File: src/shared/bswc_defs.vh
`ifndef BSWC_DEFS_VH
`define BSWC_DEFS_VH

// register byte offsets
`define BSWC_OFF_TIMER      8'h18
`define BSWC_OFF_IO_STAT    8'h1c
`define BSWC_OFF_MEM        8'h20
`define BSWC_OFF_CMD        8'h30
`define BSWC_OFF_IO_UPPER   8'h34
`define BSWC_OFF_WIN_STAT   8'h38

// field positions
`define BSWC_TIMER_LSB      24
`define BSWC_IOB_LSB        4
`define BSWC_IOL_LSB        12
`define BSWC_MEMB_LSB       4
`define BSWC_MEML_LSB       20
`define BSWC_CMD_PERR_BIT   6
`define BSWC_ST_MDPE        24
`define BSWC_ST_STA         27
`define BSWC_ST_RTA         28
`define BSWC_ST_RMA         29
`define BSWC_ST_RSE         30
`define BSWC_ST_DPE         31

// fixed read-only values
`define BSWC_IO_32BIT_IND   4'h1
`define BSWC_CLAIM_MEDIUM   2'h1
`define BSWC_CAP_66MHZ      1'b1
`define BSWC_CAP_FBB        1'b0
`define BSWC_MEM_LOW_RO     4'h0

// reset values
`define BSWC_RST_TIMER      8'h00
`define BSWC_RST_NIB        4'h0
`define BSWC_RST_MEM        12'h000
`define BSWC_RST_CMD        16'h0000
`define BSWC_RST_IOUP       32'h00000000

// axi responses
`define BSWC_RESP_OKAY      2'h0
`define BSWC_RESP_SLVERR    2'h2

`endif

File: src/logic/bswc_regs.v
// Implementation choice: the AXI4-Lite interface to the registers.
`include "bswc_defs.vh"
`default_nettype none

module bswc_regs (
  input  wire        aclk,
  input  wire        aresetn,
  input  wire        ce,
  input  wire [7:0]  s_axi_awaddr,
  input  wire        s_axi_awvalid,
  output reg         s_axi_awready,
  input  wire [31:0] s_axi_wdata,
  input  wire [3:0]  s_axi_wstrb,
  input  wire        s_axi_wvalid,
  output reg         s_axi_wready,
  output reg  [1:0]  s_axi_bresp,
  output reg         s_axi_bvalid,
  input  wire        s_axi_bready,
  input  wire [7:0]  s_axi_araddr,
  input  wire        s_axi_arvalid,
  output reg         s_axi_arready,
  output reg  [31:0] s_axi_rdata,
  output reg  [1:0]  s_axi_rresp,
  output reg         s_axi_rvalid,
  input  wire        s_axi_rready,
  input  wire        downstream_parity_fault_pin_n,
  input  wire        downstream_system_fault_pin_n,
  input  wire        sec_target_abort_sent,
  input  wire        sec_target_abort_rcvd,
  input  wire        sec_master_abort_rcvd,
  input  wire        sec_parity_err_det,
  input  wire [31:0] io_check_addr,
  input  wire [31:0] mem_check_addr,
  output reg         io_forward,
  output reg         mem_forward,
  output reg  [7:0]  sec_timeout_count
);

  reg [7:0]  timer_reg;
  reg [3:0]  iob_reg;
  reg [3:0]  iol_reg;
  reg [11:0] memb_reg;
  reg [11:0] meml_reg;
  reg [15:0] cmd_reg;
  reg [31:0] ioup_reg;
  reg [5:0]  err_reg;
  reg [7:0]  awaddr_reg;
  reg        aw_held;
  reg [31:0] wdata_reg;
  reg [3:0]  wstrb_reg;
  reg        w_held;
  reg [5:0]  err_next;
  reg [5:0]  err_set;
  reg [5:0]  err_clr;
  reg [31:0] rd_word;
  reg        rd_hit;
  reg        wr_hit;

  wire [31:0] io_base;
  wire [31:0] io_limit;
  wire [31:0] mem_base;
  wire [31:0] mem_limit;
  wire        do_write;
  wire [31:0] cmd_merged;

  // byte-lane merge, used by the command and I/O upper registers
  function [31:0] merge;
    input [31:0] old;
    input [31:0] wd;
    input [3:0]  st;
    integer i;
    begin
      merge = old;
      for (i = 0; i < 4; i = i + 1) begin
        if (st[i])
          merge[i*8 +: 8] = wd[i*8 +: 8];
      end
    end
  endfunction

  // inclusive range check shared by both windows
  function in_window;
    input [31:0] a;
    input [31:0] lo;
    input [31:0] hi;
    begin
      in_window = (a >= lo) && (a <= hi);
    end
  endfunction

  assign io_base   = {ioup_reg[15:0], iob_reg, 12'h000};
  assign io_limit  = {ioup_reg[31:16], iol_reg, 12'hfff};
  assign mem_base  = {memb_reg, 20'h00000};
  assign mem_limit = {meml_reg, 20'hfffff};
  assign do_write  = aw_held && w_held && !s_axi_bvalid;
  // command is 16 bits wide; upper lanes of the merge are dropped on purpose
  assign cmd_merged = merge({16'h0000, cmd_reg}, wdata_reg, wstrb_reg);

  always @* begin
    rd_hit = 1'b1;
    case (s_axi_araddr)
      `BSWC_OFF_TIMER:
        rd_word = {timer_reg, 24'h000000};
      `BSWC_OFF_IO_STAT:
        rd_word = {err_reg[5:1], `BSWC_CLAIM_MEDIUM, err_reg[0],
                   `BSWC_CAP_FBB, 1'b0, `BSWC_CAP_66MHZ,
                   5'h00,
                   iol_reg, `BSWC_IO_32BIT_IND,
                   iob_reg, `BSWC_IO_32BIT_IND};
      `BSWC_OFF_MEM:
        rd_word = {meml_reg, 4'h0, memb_reg, `BSWC_MEM_LOW_RO};
      `BSWC_OFF_CMD:
        rd_word = {16'h0000, cmd_reg};
      `BSWC_OFF_IO_UPPER:
        rd_word = ioup_reg;
      `BSWC_OFF_WIN_STAT:
        rd_word = {30'h00000000, mem_forward, io_forward};
      default: begin
        rd_word = 32'h00000000;
        rd_hit  = 1'b0;
      end
    endcase
  end

  always @* begin
    case (awaddr_reg)
      `BSWC_OFF_TIMER,
      `BSWC_OFF_IO_STAT,
      `BSWC_OFF_MEM,
      `BSWC_OFF_CMD,
      `BSWC_OFF_IO_UPPER,
      `BSWC_OFF_WIN_STAT: wr_hit = 1'b1;
      default:            wr_hit = 1'b0;
    endcase
  end

  // a new event wins over a clear landing in the same cycle
  always @* begin
    err_set = {sec_parity_err_det,
               !downstream_system_fault_pin_n,
               sec_master_abort_rcvd,
               sec_target_abort_rcvd,
               sec_target_abort_sent,
               !downstream_parity_fault_pin_n &&
                 cmd_reg[`BSWC_CMD_PERR_BIT]};
    err_clr = 6'h00;
    if (do_write && awaddr_reg == `BSWC_OFF_IO_STAT &&
        wstrb_reg[3]) begin
      err_clr = {wdata_reg[31:27], wdata_reg[24]};
    end
    err_next = (err_reg & ~err_clr) | err_set;
  end

  always @(posedge aclk) begin
    if (!aresetn) begin
      s_axi_awready     <= 1'b0;
      s_axi_wready      <= 1'b0;
      s_axi_bvalid      <= 1'b0;
      s_axi_bresp       <= `BSWC_RESP_OKAY;
      s_axi_arready     <= 1'b0;
      s_axi_rvalid      <= 1'b0;
      s_axi_rresp       <= `BSWC_RESP_OKAY;
      s_axi_rdata       <= 32'h00000000;
      awaddr_reg        <= 8'h00;
      aw_held           <= 1'b0;
      wdata_reg         <= 32'h00000000;
      wstrb_reg         <= 4'h0;
      w_held            <= 1'b0;
      timer_reg         <= `BSWC_RST_TIMER;
      iob_reg           <= `BSWC_RST_NIB;
      iol_reg           <= `BSWC_RST_NIB;
      memb_reg          <= `BSWC_RST_MEM;
      meml_reg          <= `BSWC_RST_MEM;
      cmd_reg           <= `BSWC_RST_CMD;
      ioup_reg          <= `BSWC_RST_IOUP;
      err_reg           <= 6'h00;
      io_forward        <= 1'b0;
      mem_forward       <= 1'b0;
      sec_timeout_count <= `BSWC_RST_TIMER;
    end else if (ce) begin
      err_reg           <= err_next;
      sec_timeout_count <= timer_reg;
      io_forward  <= in_window(io_check_addr, io_base, io_limit);
      mem_forward <= in_window(mem_check_addr, mem_base, mem_limit);

      // ready pulses for one cycle as each channel is captured
      s_axi_awready <= 1'b0;
      s_axi_wready  <= 1'b0;
      if (s_axi_awvalid && !aw_held && !s_axi_awready) begin
        awaddr_reg    <= s_axi_awaddr;
        aw_held       <= 1'b1;
        s_axi_awready <= 1'b1;
      end
      if (s_axi_wvalid && !w_held && !s_axi_wready) begin
        wdata_reg    <= s_axi_wdata;
        wstrb_reg    <= s_axi_wstrb;
        w_held       <= 1'b1;
        s_axi_wready <= 1'b1;
      end

      if (do_write) begin
        aw_held      <= 1'b0;
        w_held       <= 1'b0;
        s_axi_bvalid <= 1'b1;
        s_axi_bresp  <= wr_hit ? `BSWC_RESP_OKAY : `BSWC_RESP_SLVERR;
        case (awaddr_reg)
          `BSWC_OFF_TIMER:
            if (wstrb_reg[3])
              timer_reg <= wdata_reg[`BSWC_TIMER_LSB +: 8];
          `BSWC_OFF_IO_STAT: begin
            if (wstrb_reg[0])
              iob_reg <= wdata_reg[`BSWC_IOB_LSB +: 4];
            if (wstrb_reg[1])
              iol_reg <= wdata_reg[`BSWC_IOL_LSB +: 4];
          end
          `BSWC_OFF_MEM: begin
            if (wstrb_reg[0])
              memb_reg[3:0] <= wdata_reg[7:4];
            if (wstrb_reg[1])
              memb_reg[11:4] <= wdata_reg[15:8];
            if (wstrb_reg[2])
              meml_reg[3:0] <= wdata_reg[23:20];
            if (wstrb_reg[3])
              meml_reg[11:4] <= wdata_reg[31:24];
          end
          `BSWC_OFF_CMD:
            cmd_reg <= cmd_merged[15:0];
          `BSWC_OFF_IO_UPPER:
            ioup_reg <= merge(ioup_reg, wdata_reg, wstrb_reg);
          default: ;
        endcase
      end else if (s_axi_bvalid && s_axi_bready) begin
        s_axi_bvalid <= 1'b0;
      end

      // one read at a time; address taken only while no data waits
      s_axi_arready <= 1'b0;
      if (s_axi_rvalid) begin
        if (s_axi_rready)
          s_axi_rvalid <= 1'b0;
      end else if (s_axi_arvalid && !s_axi_arready) begin
        s_axi_arready <= 1'b1;
        s_axi_rvalid  <= 1'b1;
        s_axi_rdata   <= rd_word;
        s_axi_rresp   <= rd_hit ? `BSWC_RESP_OKAY : `BSWC_RESP_SLVERR;
      end
    end
  end

endmodule

`default_nettype wire

File: config.mk
export PLATFORM = sky130hd
export DESIGN_NAME = bswc_regs
export DESIGN_NICKNAME = d
export VERILOG_FILES = /design/src/logic/bswc_regs.v
export VERILOG_INCLUDE_DIRS = /design/src /design/src/shared
export SDC_FILE = /design/constraint.sdc
export NUM_CORES = 1
export LEC_CHECK = 0
export BUFFER_PORTS_ARGS = -buffer_cell sky130_fd_sc_hd__buf_2
export CAP_MARGIN = 30
export CORE_UTILIZATION = 56
export DETAILED_ROUTE_END_ITERATION = 10
export GPL_TIMING_DRIVEN = 0
export PLACE_DENSITY = 0.8
export SLEW_MARGIN = 15
export SYNTH_ARGS = -nofsm -noshare
export SYNTH_HDL_FRONTEND = slang
export SYNTH_SLANG_ARGS = --single-unit
File: constraint.sdc
create_clock -name aclk -period 2.3 [get_ports aclk]
set_input_delay 0.23 -clock aclk [delete_from_list [all_inputs] [get_ports aclk]]
set_output_delay 0.23 -clock aclk [all_outputs]
set_load 0.02 [all_outputs]
After elaboration in Yosys (flattened, before gate mapping)
Index checks and enable logic that the tools add are counted.

storage, ports and cells
  bits in registers = 191
  latch bits = 0
  memory bits (writable) = 0
  memory bits (read-only) = 0
  input port bits = 130
  output and inout port bits = 51
  word-level logic and storage cells = 114
  memories = 0

cells by class
  add/subtract/negate cells = 0
  $mul = 0
  divide/modulo/power cells = 0
  order comparisons = 4
  eq/ne operators = 12
  shift operators = 0
  multiplexer cells = 18
  bitwise gates (word level) = 4
  reduce and logical (&&, ||, !) cells = 46

operator list
  cell                                                             number
  32-bit one-hot mux with 6 select lines                           1
  8-bit by 6-bit == test with 1-bit output, second input constant  8
  32-bit >= comparator                                             2
  32-bit <= comparator                                             2
  4-bit AND reduction                                              13
  8-bit by 5-bit == test with 1-bit output, second input constant  4
  1-bit two-way mux                                                14
  1-bit logical AND                                                13
  2-bit AND reduction                                              6
  6-bit OR reduction                                               2
  1-bit zero test                                                  8
  6-bit AND                                                        1
  6-bit two-way mux                                                1
  6-bit NOT                                                        1
  6-bit OR                                                         1
  2-bit nonzero test                                               3
  2-bit two-way mux                                                2
  3-bit AND reduction                                              1
  1-bit NOT                                                        1

Depth between registers and ports, before layout
  depth in word-level cells = 8
  mapped depth = 9
  mapped depth without buffers = 8

Worst setup path before layout
No wires, ideal clock.

  path type = reg-to-reg
  start = register iob_reg[1]
  end = register io_forward
  setup time = 0.087 ns
  arrival time = 1.956 ns
  data required time = 2.213 ns
  slack = 0.257 ns
  cell stages (with the launch flop) = 9
  path buffers = 0
  period minus slack after synthesis = 2.043 ns
  cell sequence = dfxtp_1 > inv_1 > ha_1 > or4b_2 > nor4_1 > a311oi_1 > o21ai_0 > a21oi_1 > o31ai_1

on the way
  longest elaborated chain between the ends = 2

ends and longest elaborated chain
  element                 line             text
  start, declared         bswc_regs.v:40   reg [3:0] iob_reg;
  start signal, assigned  bswc_regs.v:170  iob_reg <= `BSWC_RST_NIB;
  start signal, assigned  bswc_regs.v:212  iob_reg <= wdata_reg[`BSWC_IOB_LSB +: 4];
  32-bit >= comparator    bswc_regs.v:87   in_window = (a >= lo) && (a <= hi);
  1-bit logical AND       bswc_regs.v:87
  end signal, assigned    bswc_regs.v:183  io_forward <= in_window(io_check_addr, io_base, io_limit);
  end, declared           bswc_regs.v:34   output reg io_forward,

Every way passes these cells.
A chain may end at the register's enable or synchronous reset.

Worst setup path in the final report
  start = register awaddr_reg[7]
  end = register meml_reg[0]

on the way
  longest elaborated chain between the ends = 2

ends and longest elaborated chain
  element                                   line             text
  start, declared                           bswc_regs.v:47   reg [7:0] awaddr_reg;
  start signal, assigned                    bswc_regs.v:190  awaddr_reg <= s_axi_awaddr;
  8-bit by 6-bit == test with 1-bit output  bswc_regs.v:206  case (awaddr_reg)
  4-bit AND reduction (no line)             n/a
  end signal, assigned                      bswc_regs.v:173  meml_reg <= `BSWC_RST_MEM;
  end signal, assigned                      bswc_regs.v:222  meml_reg[3:0] <= wdata_reg[23:20];
  end, declared                             bswc_regs.v:43   reg [11:0] meml_reg;

Every way passes these cells.

==> metrics.txt <==
status finished, final reports clean; Final Cell Area 11430 sq um; mean area per synthesized cell 8.806 sq um; xor-xnor portion of the synthesized cell area 0%; CP Data Required Time 2630 ps; Hold/Removal Path Class in -> reg; prevailing post-synth register cell dfxtp_1; total gr overflow 0; fin crit period 2274 ps; R2R Setup Slk 30 ps; vias per cell 5.829; startpoint types flop; hold_sp s_axi_wdata[19]; drt pass-1 iters 7; H-tree depth 4; initial core utilization 57.62%; Worst R2R End meml_reg[0]; share of layout cells above drive strength 1 19.28%; Async S/R FF share, synth 0%; sequential element share of the synthesized area 39.46%; critical path cell sequence nor4_4 -> nand2_2 -> nor4_2 -> and3_1 -> clkbuf_2 -> mux2i_1 -> nor2b_1; Final HPWL DP 22530 um; Clk pin slew, worst setup/hold paths 70 ps; Finished Layout Cells 1518; Worst Max-Slew Pin Slew 879.1 ps; CTS buffer count 17; DR WL/cell 19.33 um; max cap viols 0; via count 8848; global-route wire length before repair 45780 um; Hold Vio Cnt, Final 0; buffer and inverter count on the worst path 1; WHS Endpoint wdata_reg[19]; Area Growth Syn to Fin 19.25%; top-area cell type share of the netlist area 39.46%; FP Rows 47; Post-Syn Instances 1089; CP endpoint kind flop; I/O pin total 181; die span in y 132.9 um; worst path arrival time 2600 ps; CP Max Fanout 5; clk_skew 7.971 ps; Synth Cell Area 9589 sq um; unrepaired setup endpoints after global routing true; Die Width 132.9 um; post-synthesis mux area share 7.620%; Max Clk Rate 0.4397 GHz; Starting DRT DRC Count 864; RePlAce Congestion 0.9593; largest net degree at the start of global routing 17; period utilization 98.88%; total placed instance area 10740 sq um; Compound-Gate Fraction of Synth Area 16.45%; simple logic cell fraction of the synthesized area 22.96%; clk root buf clkbuf_16; total length of routed wires 29340 um; Nets 1479; hold path cells 3; vias in the first global route 8615; Hold Buf Count CTS 0; post-synthesis adder-cell area fraction 8.351%; number of remaining DRC errors 0; clock tree buffer depth 2; main combinational cell family by area after synthesis simple AND/OR/NAND/NOR gates; Slew headroom 41.39%; reg-to-reg startpoint awaddr_reg[7]; yosys warns 0; area leader, netlist dfxtp_1; Critical-path top delay cell nor4_2; Antenna Nets Post-Route 0; Power Density 622.2 nW/um^2; Pleak 4.484 nW; total power 0.007114 W; worst-skew pair later-pin latency 440 ps; worst vdd rail ir drop 0.0005751 V; Setup CP Type reg -> reg; core area 16640 sq um; CTS tree yes; clk sinks 189; FF+latch count, synth 189; Slew Viols, Final 0; EDFF count, synth 0; Overall Global Routing Usage 34.05%; IO Port Bufs 175; synth unique cells 60; Reg2Reg Depth 7; Synth area leaders dfxtp_1 (39%), ha_1 (8.4%), mux2i_1 (7.6%); Max stage delay on crit path 450 ps; initial antenna violation count 0; DIE AREA 17650 sq um; Setup Viol. Count Final 0; CP delay by family, top simple AND/OR/NAND/NOR gates; Post-Place Cells 1485
worst min-delay path: stages:
cell	delay [ps]
buf_2	100
nand2_1	40
a21boi_0	60
Yosys cell counts (all sizes together) (2+ instances only):
library cell  instances
dfxtp               189
nand2               157
nor2b               101
mux2i                73
a21boi               70
inv                  65
ha                   64
a21oi                47
nor2                 41
o21ai                41
clkbuf               40
a22oi                26
nand3                19
buf                  17
a21o                 16
nand4                16
and2                 14
nor4                 13
a222oi                9
nor3                  9
a221oi                7
nand2b                6
a211oi                4
a22o                  4
and3                  4
or4                   4
nand3b                3
nand4b                3
nor3b                 3
and4                  2
nand4bb               2
nor4bb                2
o31ai                 2
or3                   2
or4b                  2
repair_timing:
item,CTS,global route
setup buffers,0,1
pin swaps,5,5
hold endpoints to repair,0,0
setup endpoints to repair,2,24
gates resized for setup,7,7
per-stage QoR:
stage               utilization, %  setup TNS (ps)  worst slack, ps  hold WS [ps]
floorplan                        -               0            256.7         374.9
global placement             64.56           -4367           -237.8         452.5
detailed placement           64.56           -3714           -223.1         450.3
CTS                          68.42               0            30.47         32.19
global route                 68.69          -80.26           -24.58         45.80
finish                       68.71               0            25.80         34.25
area by class of cell:
type,count,area (sq um)
multi-input cells,779,5394
flip-flops and latches,189,3785
inverters,65,244.0
fillers,1389,5207
repair buffers,176,883.3
clock buffers,18,439.2
well taps,220,275.3
diodes,1,2.502
plain buffers,57,246.5
clock inverters,13,165.2
per-layer routing:
metal / wire length (um) / GRT usage [%] / up-vias / share of wire (%)
met2: 13400 / 55.56 / 421 / 46
li1: - / - / 4175 / -
met1: 12610 / 44.16 / 4169 / 43
met3: 2305 / 6.398 / 83 / 7.9
met5: 0 / 0 / - / 0
met4: 1025 / 13.92 / 0 / 3.5
worst max-delay path by stage:
stage / startpoint / endpoint / cells past startpoint
after detailed placement: memb_reg[2] / mem_forward / 8
final: awaddr_reg[7] / meml_reg[0] / 7
after global routing: awaddr_reg[7] / meml_reg[3] / 7
after CTS: iob_reg[1] / io_forward / 8
after floorplan: iob_reg[1] / io_forward / 8
after global placement: s_axi_araddr[1] / s_axi_rdata[6] / 8
placed cells by master, fill, tap and decap left out, types with 3 or more instances in the layout:
cell type	netlist	final
a211oi_1	4	4
a21boi_0	68	68
a21o_1	16	16
a21oi_1	47	47
a221oi_1	7	7
a222oi_1	9	9
a22o_1	4	4
a22oi_1	26	26
and2_1	14	14
and3_1	4	4
buf_2	10	185
buf_4	5	6
bufinv_16	0	3
clkbuf_1	39	39
clkbuf_16	0	17
clkinv_2	0	3
clkinvlp_4	0	3
dfxtp_1	189	188
ha_1	64	63
inv_1	65	64
mux2i_1	73	73
nand2_1	156	156
nand2b_1	6	6
nand3_1	16	16
nand3_2	3	3
nand3b_1	3	3
nand4_1	15	15
nand4b_1	3	3
nor2_1	36	36
nor2b_1	101	101
nor3_1	8	6
nor3b_1	3	3
nor4_1	8	5
nor4_2	2	3
nor4_4	3	5
o21ai_0	41	40
or4_1	4	4
power by group:
group / total, W / internal (W) / leakage [nW] / switching, W
clock network: 0.00305 / 0.00174 / 0.290 / 0.00131
logic: 0.000666 / 0.000279 / 2.66 / 0.000387
registers: 0.00339 / 0.00333 / 1.53 / 0.0000648
total: 0.00711 / 0.00535 / 4.48 / 0.00176
cells by family (layout without fill, tap and decap cells):
logic type                 after synthesis  count (layout)
muxes                                   73              73
buffers and inverters                  122             329
other                                    1               3
adders and majority gates               64              64
and+or+nand+nor                        406             406
AOI/OAI and AO/OA                      234             234
DFF                                    189             189
Note: power is estimated with default switching activity, not from simulation.
